[config.mk]
export PLATFORM = sky130hd
export DESIGN_NAME = sthp_ctrl
export DESIGN_NICKNAME = d
export VERILOG_FILES = /design/src/sthp_pkg.sv /design/src/sthp_ctrl.sv
export SDC_FILE = /design/constraint.sdc
export NUM_CORES = 1
export LEC_CHECK = 0
export BUFFER_PORTS_ARGS = -buffer_cell sky130_fd_sc_hd__clkbuf_2
export CORE_UTILIZATION = 52
export DETAILED_ROUTE_END_ITERATION = 8
export PLACE_DENSITY_LB_ADDON = 0.05
export SLEW_MARGIN = 10
export SYNTH_ARGS = -nofsm -noshare
export SYNTH_HDL_FRONTEND = slang
export SYNTH_SLANG_ARGS = --single-unit
export TNS_END_PERCENT = 50
[constraint.sdc]
create_clock -name clk_sys_i -period 6.8 [get_ports clk_sys_i]
set_clock_uncertainty 0.2 [all_clocks]
set_input_delay 1.02 -clock clk_sys_i [delete_from_list [all_inputs] [get_ports clk_sys_i]]
set_output_delay 1.02 -clock clk_sys_i [all_outputs]
set_load 0.01 [all_outputs]
[src/sthp_pkg.sv]
// package: constants and types of the speech trigger host port
package sthp_pkg;

  // ****************************************************************
  // timing
  // ****************************************************************
  localparam longint unsigned CLK_HZ = 100_000_000;   // system clock rate
  localparam longint unsigned MS_PER_S = 1_000;
  localparam longint unsigned US_PER_S = 1_000_000;
  localparam longint unsigned SAMPLE_HZ = 6_000;       // voice sampling rate
  localparam longint unsigned INSTR_SAMPLES = 2;       // sample periods per instruction
  localparam longint unsigned POI_DELAY_MS = 160;      // power-on delay
  localparam longint unsigned DEB_LONG_MS = 50;        // long debounce, least
  localparam longint unsigned DEB_SHORT_US = 400;      // short debounce, least
  localparam int unsigned INSTR_CYC_DEF =
    32'((INSTR_SAMPLES * CLK_HZ + SAMPLE_HZ - 1) / SAMPLE_HZ);
  localparam int unsigned POI_CYC_DEF = 32'(POI_DELAY_MS * CLK_HZ / MS_PER_S);
  localparam int unsigned DEB_LONG_CYC_DEF =
    32'((DEB_LONG_MS * CLK_HZ + MS_PER_S - 1) / MS_PER_S);
  localparam int unsigned DEB_SHORT_CYC_DEF =
    32'((DEB_SHORT_US * CLK_HZ + US_PER_S - 1) / US_PER_S);
  localparam int CNT_W = 24;                           // wide enough for the power-on delay

  // ****************************************************************
  // entry vectors, pin order: data pin, clock pin, pin five, pin six
  // ****************************************************************
  localparam logic [3:0][7:0] VEC_FALL = {8'h09, 8'h08, 8'h01, 8'h00};
  localparam logic [3:0][7:0] VEC_RISE = {8'h0d, 8'h0c, 8'h05, 8'h04};
  localparam logic [7:0] VEC_POI = 8'h20;

  // ****************************************************************
  // register file indices and reset values
  // ****************************************************************
  localparam logic [3:0] REG_EN0 = 4'h0;   // edge_enable_first
  localparam logic [3:0] REG_EN1 = 4'h1;   // edge_enable_second
  localparam logic [3:0] REG_MODE_CFG_FIRST = 4'h2; // mode_cfg_first
  localparam logic [3:0] REG_MODE1 = 4'h3;
  localparam logic [3:0] REG_STOP = 4'h4;
  localparam logic [3:0] REG_PAGE = 4'h5;
  localparam logic [3:0] REG_R0 = 4'h6;    // general_reg_n 0..3 at 6..9
  localparam logic [3:0] REG_R3 = 4'h9;
  localparam logic [3:0] REG_STAT = 4'ha;  // read-only status
  localparam logic [3:0] REG_RXB = 4'hb;   // last received host byte
  localparam logic [7:0] RST_EN = 8'h33;
  localparam logic [7:0] RST_MODE = 8'hff;
  localparam logic [7:0] RST_STOP = 8'h1f;
  localparam logic [7:0] RST_PAGE = 8'h00;
  localparam logic [7:0] RST_GEN = 8'h20;
  localparam int MODE_CFG_FIRST_DEB_LONG = 4;       // 1: long debounce
  localparam int MODE_CFG_FIRST_PIN_SEL = 2;        // 1: stop_a_output, 0: busy
  localparam int STOP_A_BIT = 0;
  localparam int EN_FALL_A = 0;
  localparam int EN_FALL_B = 1;
  localparam int EN_RISE_A = 4;
  localparam int EN_RISE_B = 5;
  localparam int PAGE_W = 5;
  localparam int STEP_W = 4;
  localparam int PC_W = PAGE_W + 8 + STEP_W;

  // ****************************************************************
  // instruction word
  // ****************************************************************
  localparam int INSTR_W = 24;
  typedef enum logic [3:0] {
    OP_JP_G = 4'h0, OP_JP_R = 4'h1, OP_LD = 4'h2,
    OP_MV = 4'h3, OP_INC = 4'h4, OP_END = 4'h5
  } sthp_op_e;
  typedef enum logic [1:0] {
    CND_NONE = 2'h0, CND_LAST = 2'h1, CND_HIGH = 2'h2, CND_LOW = 2'h3
  } sthp_cond_e;
  typedef struct packed {
    sthp_op_e op;      // 23:20
    sthp_cond_e cond;  // 19:18
    logic [1:0] pin;   // 17:16, pin index in pin order (2 is pin five)
    logic [3:0] dst;   // 15:12
    logic [1:0] src;   // 11:10
    logic [1:0] rsvd;  // 9:8
    logic [7:0] imm;   // 7:0
  } sthp_instr_s;

  typedef enum logic [2:0] {
    ST_POI, ST_IDLE, ST_FETCH, ST_LOAD, ST_WAIT, ST_HDEB, ST_HRX, ST_HEND
  } sthp_st_e;

endpackage : sthp_pkg

[src/sthp_ctrl.sv]
// trigger dispatch, two-wire host port and instruction sequencer
`timescale 1ns/10ps
`default_nettype none

// Notes on behaviour
// - pin 1,2,5,6 falls go to vectors 0,1,8,9
// - rises go to 4,5,12,13; power-on uses 32
// - data pin, clock pin, shared busy output
// - host mode: data low halts play, execution
// - debounced low clears receive buffer
// - eight bits, LSB first, on clock rises
// - busy rises per MSB: clock or data
// - data high starts service, busy while playing
// - mode bit 2 selects busy or stop
// - without host mode, pins trigger directly
// - one instruction per two sample periods
// - conditional instructions act only when true
// - jump, load, move, increment, end supported
// - conditions: last play, pin high, low
// - power-on, then fall/rise by pin order
// - edge acts only when enable bit set
// - debounce long 50 ms, short 400 us
// - after reset wait 160 ms, run 32
module sthp_ctrl
  import sthp_pkg::*;
#(
  parameter int unsigned POI_CYC = POI_CYC_DEF,         // power-on delay
  parameter int unsigned DEB_LONG_CYC = DEB_LONG_CYC_DEF,
  parameter int unsigned DEB_SHORT_CYC = DEB_SHORT_CYC_DEF,
  parameter int unsigned INSTR_CYC = INSTR_CYC_DEF      // at least 3
) (
  input wire logic clk_sys_i,
  input wire logic rst_i,
  input wire logic host_mode_i,
  input wire logic serial_data_trigger_pin_i,
  input wire logic serial_clock_trigger_pin_i,
  input wire logic trigger_pin_five_i,
  input wire logic trigger_pin_six_i,
  output logic [PC_W-1:0] instr_addr_o,
  input wire logic [INSTR_W-1:0] instr_data_i,
  input wire logic last_play_i,
  input wire logic play_busy_i,
  output logic play_halt_o,
  output logic stop_a_or_busy_out_o,
  input wire logic [3:0] reg_addr_i,
  input wire logic [7:0] reg_wdata_i,
  input wire logic reg_wr_i,
  input wire logic reg_rd_i,
  output logic [7:0] reg_rdata_o
);

  // ****************************************************************
  // state
  // ****************************************************************
  typedef struct packed {
    sthp_st_e st;                  // sequencer and host port state
    logic [3:0] s1;                // synchroniser, first stage
    logic [3:0] s2;                // synchroniser, second stage
    logic [3:0] stable;            // debounced pin levels
    logic [3:0][CNT_W-1:0] dcnt;   // debounce counters
    logic sclk_q;                  // clock pin, one cycle late
    logic [CNT_W-1:0] cnt;         // shared wait counter
    logic [9:0][7:0] regs;         // programmable registers
    logic [7:0] entry;             // current entry vector
    logic [STEP_W-1:0] step;       // instruction within the entry
    sthp_instr_s ins;              // instruction being timed
    logic [7:0] rx_buf;            // host receive buffer
    logic [3:0] bit_cnt;           // bits received
    logic busy;                    // busy toward the controller
    logic [7:0] rdata;             // bus read data
  } sthp_core_s;

  sthp_core_s q;                   // registered state
  sthp_core_s n;                   // next state
  logic [3:0] fall;                // debounced falling edges
  logic [3:0] rise;                // debounced rising edges
  logic trig_hit;                  // an enabled edge asks for service
  logic [7:0] trig_vec;            // vector of the winning edge
  logic start;                     // dispatch to start_vec
  logic [7:0] start_vec;
  logic cond_ok;                   // condition of q.ins holds
  logic exec_st;                   // sequencer may be interrupted
  logic sclk_rise;                 // clock pin rose
  logic host_go;                   // data pin pulled low in host mode
  logic [CNT_W-1:0] deb_lim;       // debounce length less one
  logic [3:0] en_f;
  logic [3:0] en_r;
  logic [3:0] rs;                  // general register from src
  logic [3:0] rd;                  // general register from dst

  // ****************************************************************
  // next-state logic
  // ****************************************************************
  // pins are sampled twice before use; only s2 is read by logic
  always_comb begin
    n = q;
    n.s1 = {trigger_pin_six_i, trigger_pin_five_i,
            serial_clock_trigger_pin_i, serial_data_trigger_pin_i};
    n.s2 = q.s1;
    n.sclk_q = q.s2[1];
    n.rdata = '0;
    start = 1'b0;
    start_vec = '0;
    trig_hit = 1'b0;
    trig_vec = '0;
    rs = REG_R0 + {2'b00, q.ins.src};
    rd = REG_R0 + {2'b00, q.ins.dst[1:0]};
    sclk_rise = q.s2[1] && !q.sclk_q;
    exec_st = (q.st == ST_IDLE) || (q.st == ST_FETCH) ||
              (q.st == ST_LOAD) || (q.st == ST_WAIT);
    // only a declared host mode turns the data pin into a link
    host_go = host_mode_i && exec_st && !q.s2[0];

    // debounce: level must differ for the whole time to be taken
    deb_lim = q.regs[REG_MODE_CFG_FIRST][MODE_CFG_FIRST_DEB_LONG] ? CNT_W'(DEB_LONG_CYC - 1)
                                                : CNT_W'(DEB_SHORT_CYC - 1);
    for (int i = 0; i < 4; i++) begin
      if (q.s2[i] == q.stable[i]) begin
        n.dcnt[i] = '0;
      end else if (q.dcnt[i] >= deb_lim) begin
        n.stable[i] = q.s2[i];
        n.dcnt[i] = '0;
      end else begin
        n.dcnt[i] = q.dcnt[i] + 1'b1;
      end
    end
    fall = q.stable & ~n.stable;
    rise = ~q.stable & n.stable;

    // edge enables, in pin order
    en_f = {q.regs[REG_EN1][EN_FALL_B], q.regs[REG_EN1][EN_FALL_A],
            q.regs[REG_EN0][EN_FALL_B], q.regs[REG_EN0][EN_FALL_A]};
    en_r = {q.regs[REG_EN1][EN_RISE_B], q.regs[REG_EN1][EN_RISE_A],
            q.regs[REG_EN0][EN_RISE_B], q.regs[REG_EN0][EN_RISE_A]};
    // walk from lowest priority up so the last hit wins
    for (int i = 3; i >= 0; i--) begin
      if (rise[i] && en_r[i]) begin
        trig_hit = 1'b1;
        trig_vec = VEC_RISE[i];
      end
      if (fall[i] && en_f[i]) begin
        trig_hit = 1'b1;
        trig_vec = VEC_FALL[i];
      end
    end

    // condition test of the timed instruction
    case (q.ins.cond)
      CND_LAST: cond_ok = last_play_i;
      CND_HIGH: cond_ok = q.stable[q.ins.pin];
      CND_LOW: cond_ok = !q.stable[q.ins.pin];
      default: cond_ok = 1'b1;
    endcase

    // software register writes; an instruction in the same cycle wins
    if (reg_wr_i && reg_addr_i <= REG_R3) begin
      n.regs[reg_addr_i] = reg_wdata_i;
    end
    // reads answer in the next cycle only; unmapped reads give zero
    if (reg_rd_i) begin
      if (reg_addr_i <= REG_R3) begin
        n.rdata = q.regs[reg_addr_i];
      end else if (reg_addr_i == REG_STAT) begin
        n.rdata = {4'h0, q.st == ST_POI, !exec_st, exec_st && q.st != ST_IDLE,
                   q.busy};
      end else if (reg_addr_i == REG_RXB) begin
        n.rdata = q.rx_buf;
      end else begin
        n.rdata = '0;
      end
    end

    // sequencer and host port
    case (q.st)
      // power-on wait, then the initialisation entry
      ST_POI: begin
        if (q.cnt >= CNT_W'(POI_CYC - 1)) begin
          start = 1'b1;
          start_vec = VEC_POI;
        end else begin
          n.cnt = q.cnt + 1'b1;
        end
      end
      // pending host byte: wait for the data pin to come back
      ST_HEND: begin
        if (q.s2[0]) begin
          n.busy = 1'b1;
          start = 1'b1;
          start_vec = q.rx_buf;
        end
      end
      // low must last a debounce time; a short glitch is dropped
      ST_HDEB: begin
        if (q.s2[0]) begin
          n.st = ST_IDLE;
        end else if (q.cnt >= deb_lim) begin
          n.rx_buf = '0;
          n.bit_cnt = '0;
          n.st = ST_HRX;
        end else begin
          n.cnt = q.cnt + 1'b1;
        end
      end
      // shift in on each clock rise, first bit lands at the bottom
      ST_HRX: begin
        if (sclk_rise) begin
          n.rx_buf = {q.s2[0], q.rx_buf[7:1]};
          n.bit_cnt = q.bit_cnt + 1'b1;
          if (q.bit_cnt == 4'h7) begin
            n.st = ST_HEND;
            n.busy = q.s2[0];
          end
        end
      end
      default: begin
        if (host_go) begin
          // stop everything and listen to the controller
          n.st = ST_HDEB;
          n.cnt = '0;
        end else if (trig_hit) begin
          start = 1'b1;
          start_vec = trig_vec;
        end else begin
          case (q.st)
            ST_FETCH: n.st = ST_LOAD;
            ST_LOAD: begin
              n.ins = sthp_instr_s'(instr_data_i);
              n.cnt = '0;
              n.st = ST_WAIT;
            end
            // the instruction acts at the end of its cycle
            ST_WAIT: begin
              if (q.cnt >= CNT_W'(INSTR_CYC - 3)) begin
                n.step = q.step + 1'b1;
                n.st = ST_FETCH;
                if (cond_ok) begin
                  case (q.ins.op)
                    OP_JP_G: begin
                      start = 1'b1;
                      start_vec = q.ins.imm;
                    end
                    OP_JP_R: begin
                      start = 1'b1;
                      start_vec = q.regs[rs];
                    end
                    OP_LD: begin
                      if (q.ins.dst <= REG_R3) begin
                        n.regs[q.ins.dst] = q.ins.imm;
                      end
                    end
                    OP_MV: n.regs[rd] = q.regs[rs];
                    OP_INC: n.regs[REG_R0] = q.regs[REG_R0] + 1'b1;
                    OP_END: n.st = ST_IDLE;
                    default: n.st = ST_IDLE;
                  endcase
                end
              end else begin
                n.cnt = q.cnt + 1'b1;
              end
            end
            // busy ends once the service and its voice are over
            default: begin
              if (!play_busy_i) begin
                n.busy = 1'b0;
              end
            end
          endcase
        end
      end
    endcase

    // any accepted request restarts the sequencer at its entry
    if (start) begin
      n.entry = start_vec;
      n.step = '0;
      n.st = ST_FETCH;
    end
  end

  // ****************************************************************
  // registers
  // ****************************************************************
  // pins reset to their pulled-high level so no edge fires at release
  always_ff @(posedge clk_sys_i) begin
    if (rst_i) begin
      q <= '0;
      q.st <= ST_POI;
      q.s1 <= 4'hf;
      q.s2 <= 4'hf;
      q.stable <= 4'hf;
      q.sclk_q <= 1'b1;
      q.regs[REG_EN0] <= RST_EN;
      q.regs[REG_EN1] <= RST_EN;
      q.regs[REG_MODE_CFG_FIRST] <= RST_MODE;
      q.regs[REG_MODE1] <= RST_MODE;
      q.regs[REG_STOP] <= RST_STOP;
      q.regs[REG_PAGE] <= RST_PAGE;
      q.regs[6] <= RST_GEN;
      q.regs[7] <= RST_GEN;
      q.regs[8] <= RST_GEN;
      q.regs[9] <= RST_GEN;
    end else begin
      q <= n;
    end
  end

  // ****************************************************************
  // outputs
  // ****************************************************************
  assign instr_addr_o = {q.regs[REG_PAGE][PAGE_W-1:0], q.entry, q.step};
  assign play_halt_o = !exec_st && (q.st != ST_POI);
  // shared pin: busy when the select bit is clear
  assign stop_a_or_busy_out_o = q.regs[REG_MODE_CFG_FIRST][MODE_CFG_FIRST_PIN_SEL] ?
                                q.regs[REG_STOP][STOP_A_BIT] : q.busy;
  assign reg_rdata_o = q.rdata;

  // ****************************************************************
  // checks
  // ****************************************************************
  logic [CNT_W-1:0] gap_q;         // cycles since the last fetch
  always_ff @(posedge clk_sys_i) begin
    if (rst_i || q.st == ST_FETCH) begin
      gap_q <= CNT_W'(1);
    end else begin
      gap_q <= gap_q + 1'b1;
    end
  end
endmodule : sthp_ctrl

`default_nettype wire

==> results.cfg <==
[synth]
synth.net_count = 1986
async_reset_ff_frac = 0
yosysMostFrequentCell = nor2_1
yosys.area.top_type = dfxtp_1
synthCells = 1886
synth_ff_type = dfxtp_1
ys_top_cells_by_count = nor2_1 (308), dfxtp_1 (271), nand2_1 (134)
synth_area_leaders = dfxtp_1 (34%), mux2i_1 (7.4%), nor2_1 (7.2%)
synth_edf_count = 0
ys_types = 82
synth-seq-cells = 271
avgSynthCellArea_um2 = 8.54
yosysSeqAreaShare = 0.337
yosys_warnings = 0
syn_area_mm2 = 0.0161
synth_top_area_frac = 0.337

[die]
core_area_mm2 = 0.0305
ios = 74
rows = 64
die_area_mm2 = 0.0317
start_util = 0.528
die_w_um = 178
die_h_um = 178

[global_route]
grt_pass1_vias = 12900
met1_usage = 0.378
grt_use_met3 = 0.0354
grt_max_degree = 78
grt_overflow = 0
antenna_found_initial = 0
grt.total_usage = 0.276
grtUsageMet2 = 0.452
grt_pass1_wl_mm = 70.1
grt_busiest_layer = met2

[route]
postRouteWirelength_mm = 44.0
vias_per_cell = 6.12
antenna_left = 0
vias = 14000
drt_iter0_markers = 1041
drc_errors = 0
avgRoutedWirePerCell_um = 19.3
drt-pass1-iter-count = 6

[place]
gp_congestion = 0.918
portBuffers = 71
dp_hpwl_mm = 30.0

[critical_path]
crit_buf_inv = 4
cp_slowest_cell = dfxtp_1
crit_fanout = 30
cp_cell_sequence = inv_1 -> buf_4 -> ha_1 -> o21a_1 -> o21ai_0 -> o211ai_1 -> o21ai_0 -> o2111ai_2 -> buf_4 -> nor3_2 -> buf_4 -> nand4b_1 -> mux2i_1
crit_top_cell = buf_4
critical_path_arrival_ns = 5.61
worstSetupEndpointType = flop
critical_path_class = flop to flop
worst_path_largest_cell_delay_ns = 0.89
cp_top_family = compound AO/OA/AOI/OAI gates
cp-start-kind = flop
cp_data_required_time_ns = 7.05

[timing]
drv_slew = 0
min_period_over_period = 0.787
tns_ns = 0
fmax_mhz = 187
relSlewSlack = 0.116
post-route-min-period_ns = 5.35
finalHoldWorstSlack_ns = 0.209
rsz0062_at_grt = false
setup_viol = 0
hold_viol = 0
tightest_slew_ns = 1.32

[cts]
post_cts_buffers = 0
clk_pin_slew_ns = 0.06
clk_path_buf_depth = 3
clkLatencyLatePin_ns = 0.58
numCtsBuffers = 30
cts_hold_buf = 0
cts_sinks = 271
root_buffer = clkbuf_16
cts_tree = done
htreeDepth = 1
cts-resized-gates = 0

[final_layout]
nFillCells = 2825
final_layout_size_suffix_gt1_frac = 0.142
nets = 1964
syn_to_final_growth_pct = 7.88
n_antenna_cell = 0

[pwr]
clkPwrFrac = 0.482
p_int_mw = 2.62
leakage_nw = 6.62
p_seq_frac = 0.475
combPwrFrac = 0.043
vdd_drop_max_v = 0.000215
swShare = 0.227
power.density_mw_per_mm2 = 195
p_sw_mw = 0.772

[flow_run]
maxCapViolCount = 0

[worst_hold_path]
hold_class = flop to flop

[run_status]
outcome = complete, no violations
==> final timing paths <==
path	cells past startpoint	slack, ns	end	start
setup / recovery	13	1.45	en_f[1]	q[77]
hold / removal	1	0.21	q[262]	n[262]
setup reg to reg	13	1.45	en_f[1]	q[77]
hold reg to reg	1	0.21	q[262]	n[262]
==> power by group through the flow <==
| stage | Sequential, mW | Combinational (mW) | Clock (mW) |
|---|---|---|---|
| 6_report | 1.61 | 0.146 | 1.64 |
| 3_3_place_gp | 1.65 | 0.143 | 0 |
| 3_5_place_dp | 1.65 | 0.146 | 0 |
| 4_1_cts | 1.61 | 0.146 | 1.67 |
| 5_1_grt | 1.61 | 0.161 | 1.73 |
| 2_1_floorplan | 1.64 | 0.105 | 0 |
==> placed cells by master, fill, tap and decap left out, types with 13 or more instances in the layout <==
cell and n:
a21oi_1 107, or2_2 14, nand4_1 33, xor2_1 53, mux2_2 50, nand3_1 75, mux2i_1 119, a2bb2oi_1 21
clkbuf_2 70, o31ai_1 13, a211oi_1 21, and3_1 35, nor2_1 307, clkbuf_16 31, nor3_1 30, a31oi_1 18
dfxtp_1 271, inv_1 29, or4_1 14, buf_4 18, o21ai_0 55, or3_1 22, nor2b_1 20, mux4_2 29
nand2_1 134, ha_1 53, o22ai_1 24, xnor2_1 39
==> through the flow <==
| step | util | instance area (µm²) | cells | total power, mW | setup WS, ns |
|---|---|---|---|---|---|
| after floorplan | - | 16100 | 1886 | 1.75 | 2.87 |
| after global placement | 0.537 | 16400 | 2228 | 1.79 | 1.53 |
| after detailed placement | 0.537 | 16400 | 2228 | 1.79 | 1.50 |
| after CTS | 0.569 | 17400 | 2280 | 3.43 | 1.49 |
| after global routing | 0.570 | 17400 | 2280 | 3.50 | 1.13 |
| final | 0.570 | 17400 | 2280 | 3.40 | 1.45 |
==> worst register-to-register path: cells and delay by family (launching register included) <==
family | cells | cell delay (ns)
AND/OR/NAND/NOR | 2 | 0.78
multiplexers | 1 | 0.15
flip-flops | 1 | 0.89
buffers and inverters | 4 | 1.22
AO/OA/AOI/OAI | 5 | 1.63
adder cells (fa/ha/maj) | 1 | 0.36
==> state kept, by name, summed over array words and instances (netlist names) <==
register,cells
instr_addr_o,17
en_f,4
q,233
n,5
reg_rdata_o,8
en_r,4
==> final cells by class <==
cell class                 count  area [µm²]  area share
multi-input combinational   1442        9880       0.569
clock inverter                 5        75.1     0.00432
sequential                   271        5430       0.312
timing repair buffer          88         485      0.0279
clock buffer                  47         896      0.0516
inverter                      31         116     0.00670
tap                          396         495      0.0285
==> layer usage <==
metal  part of all wire  up-vias
met3              0.064       82
li1                   -     6755
met4              0.027        0
met5                  0        -
met2               0.46      451
met1               0.45     6672
==> logic make-up after synthesis <==
family / synth area share
flops: 0.337
compound gates: 0.148
xor+xnor: 0.0500
buf+inv: 0.0510
simple gates: 0.223
fa+ha+maj: 0.0418
mux: 0.149
No activity file was read; power rests on OpenSTA's default activity.
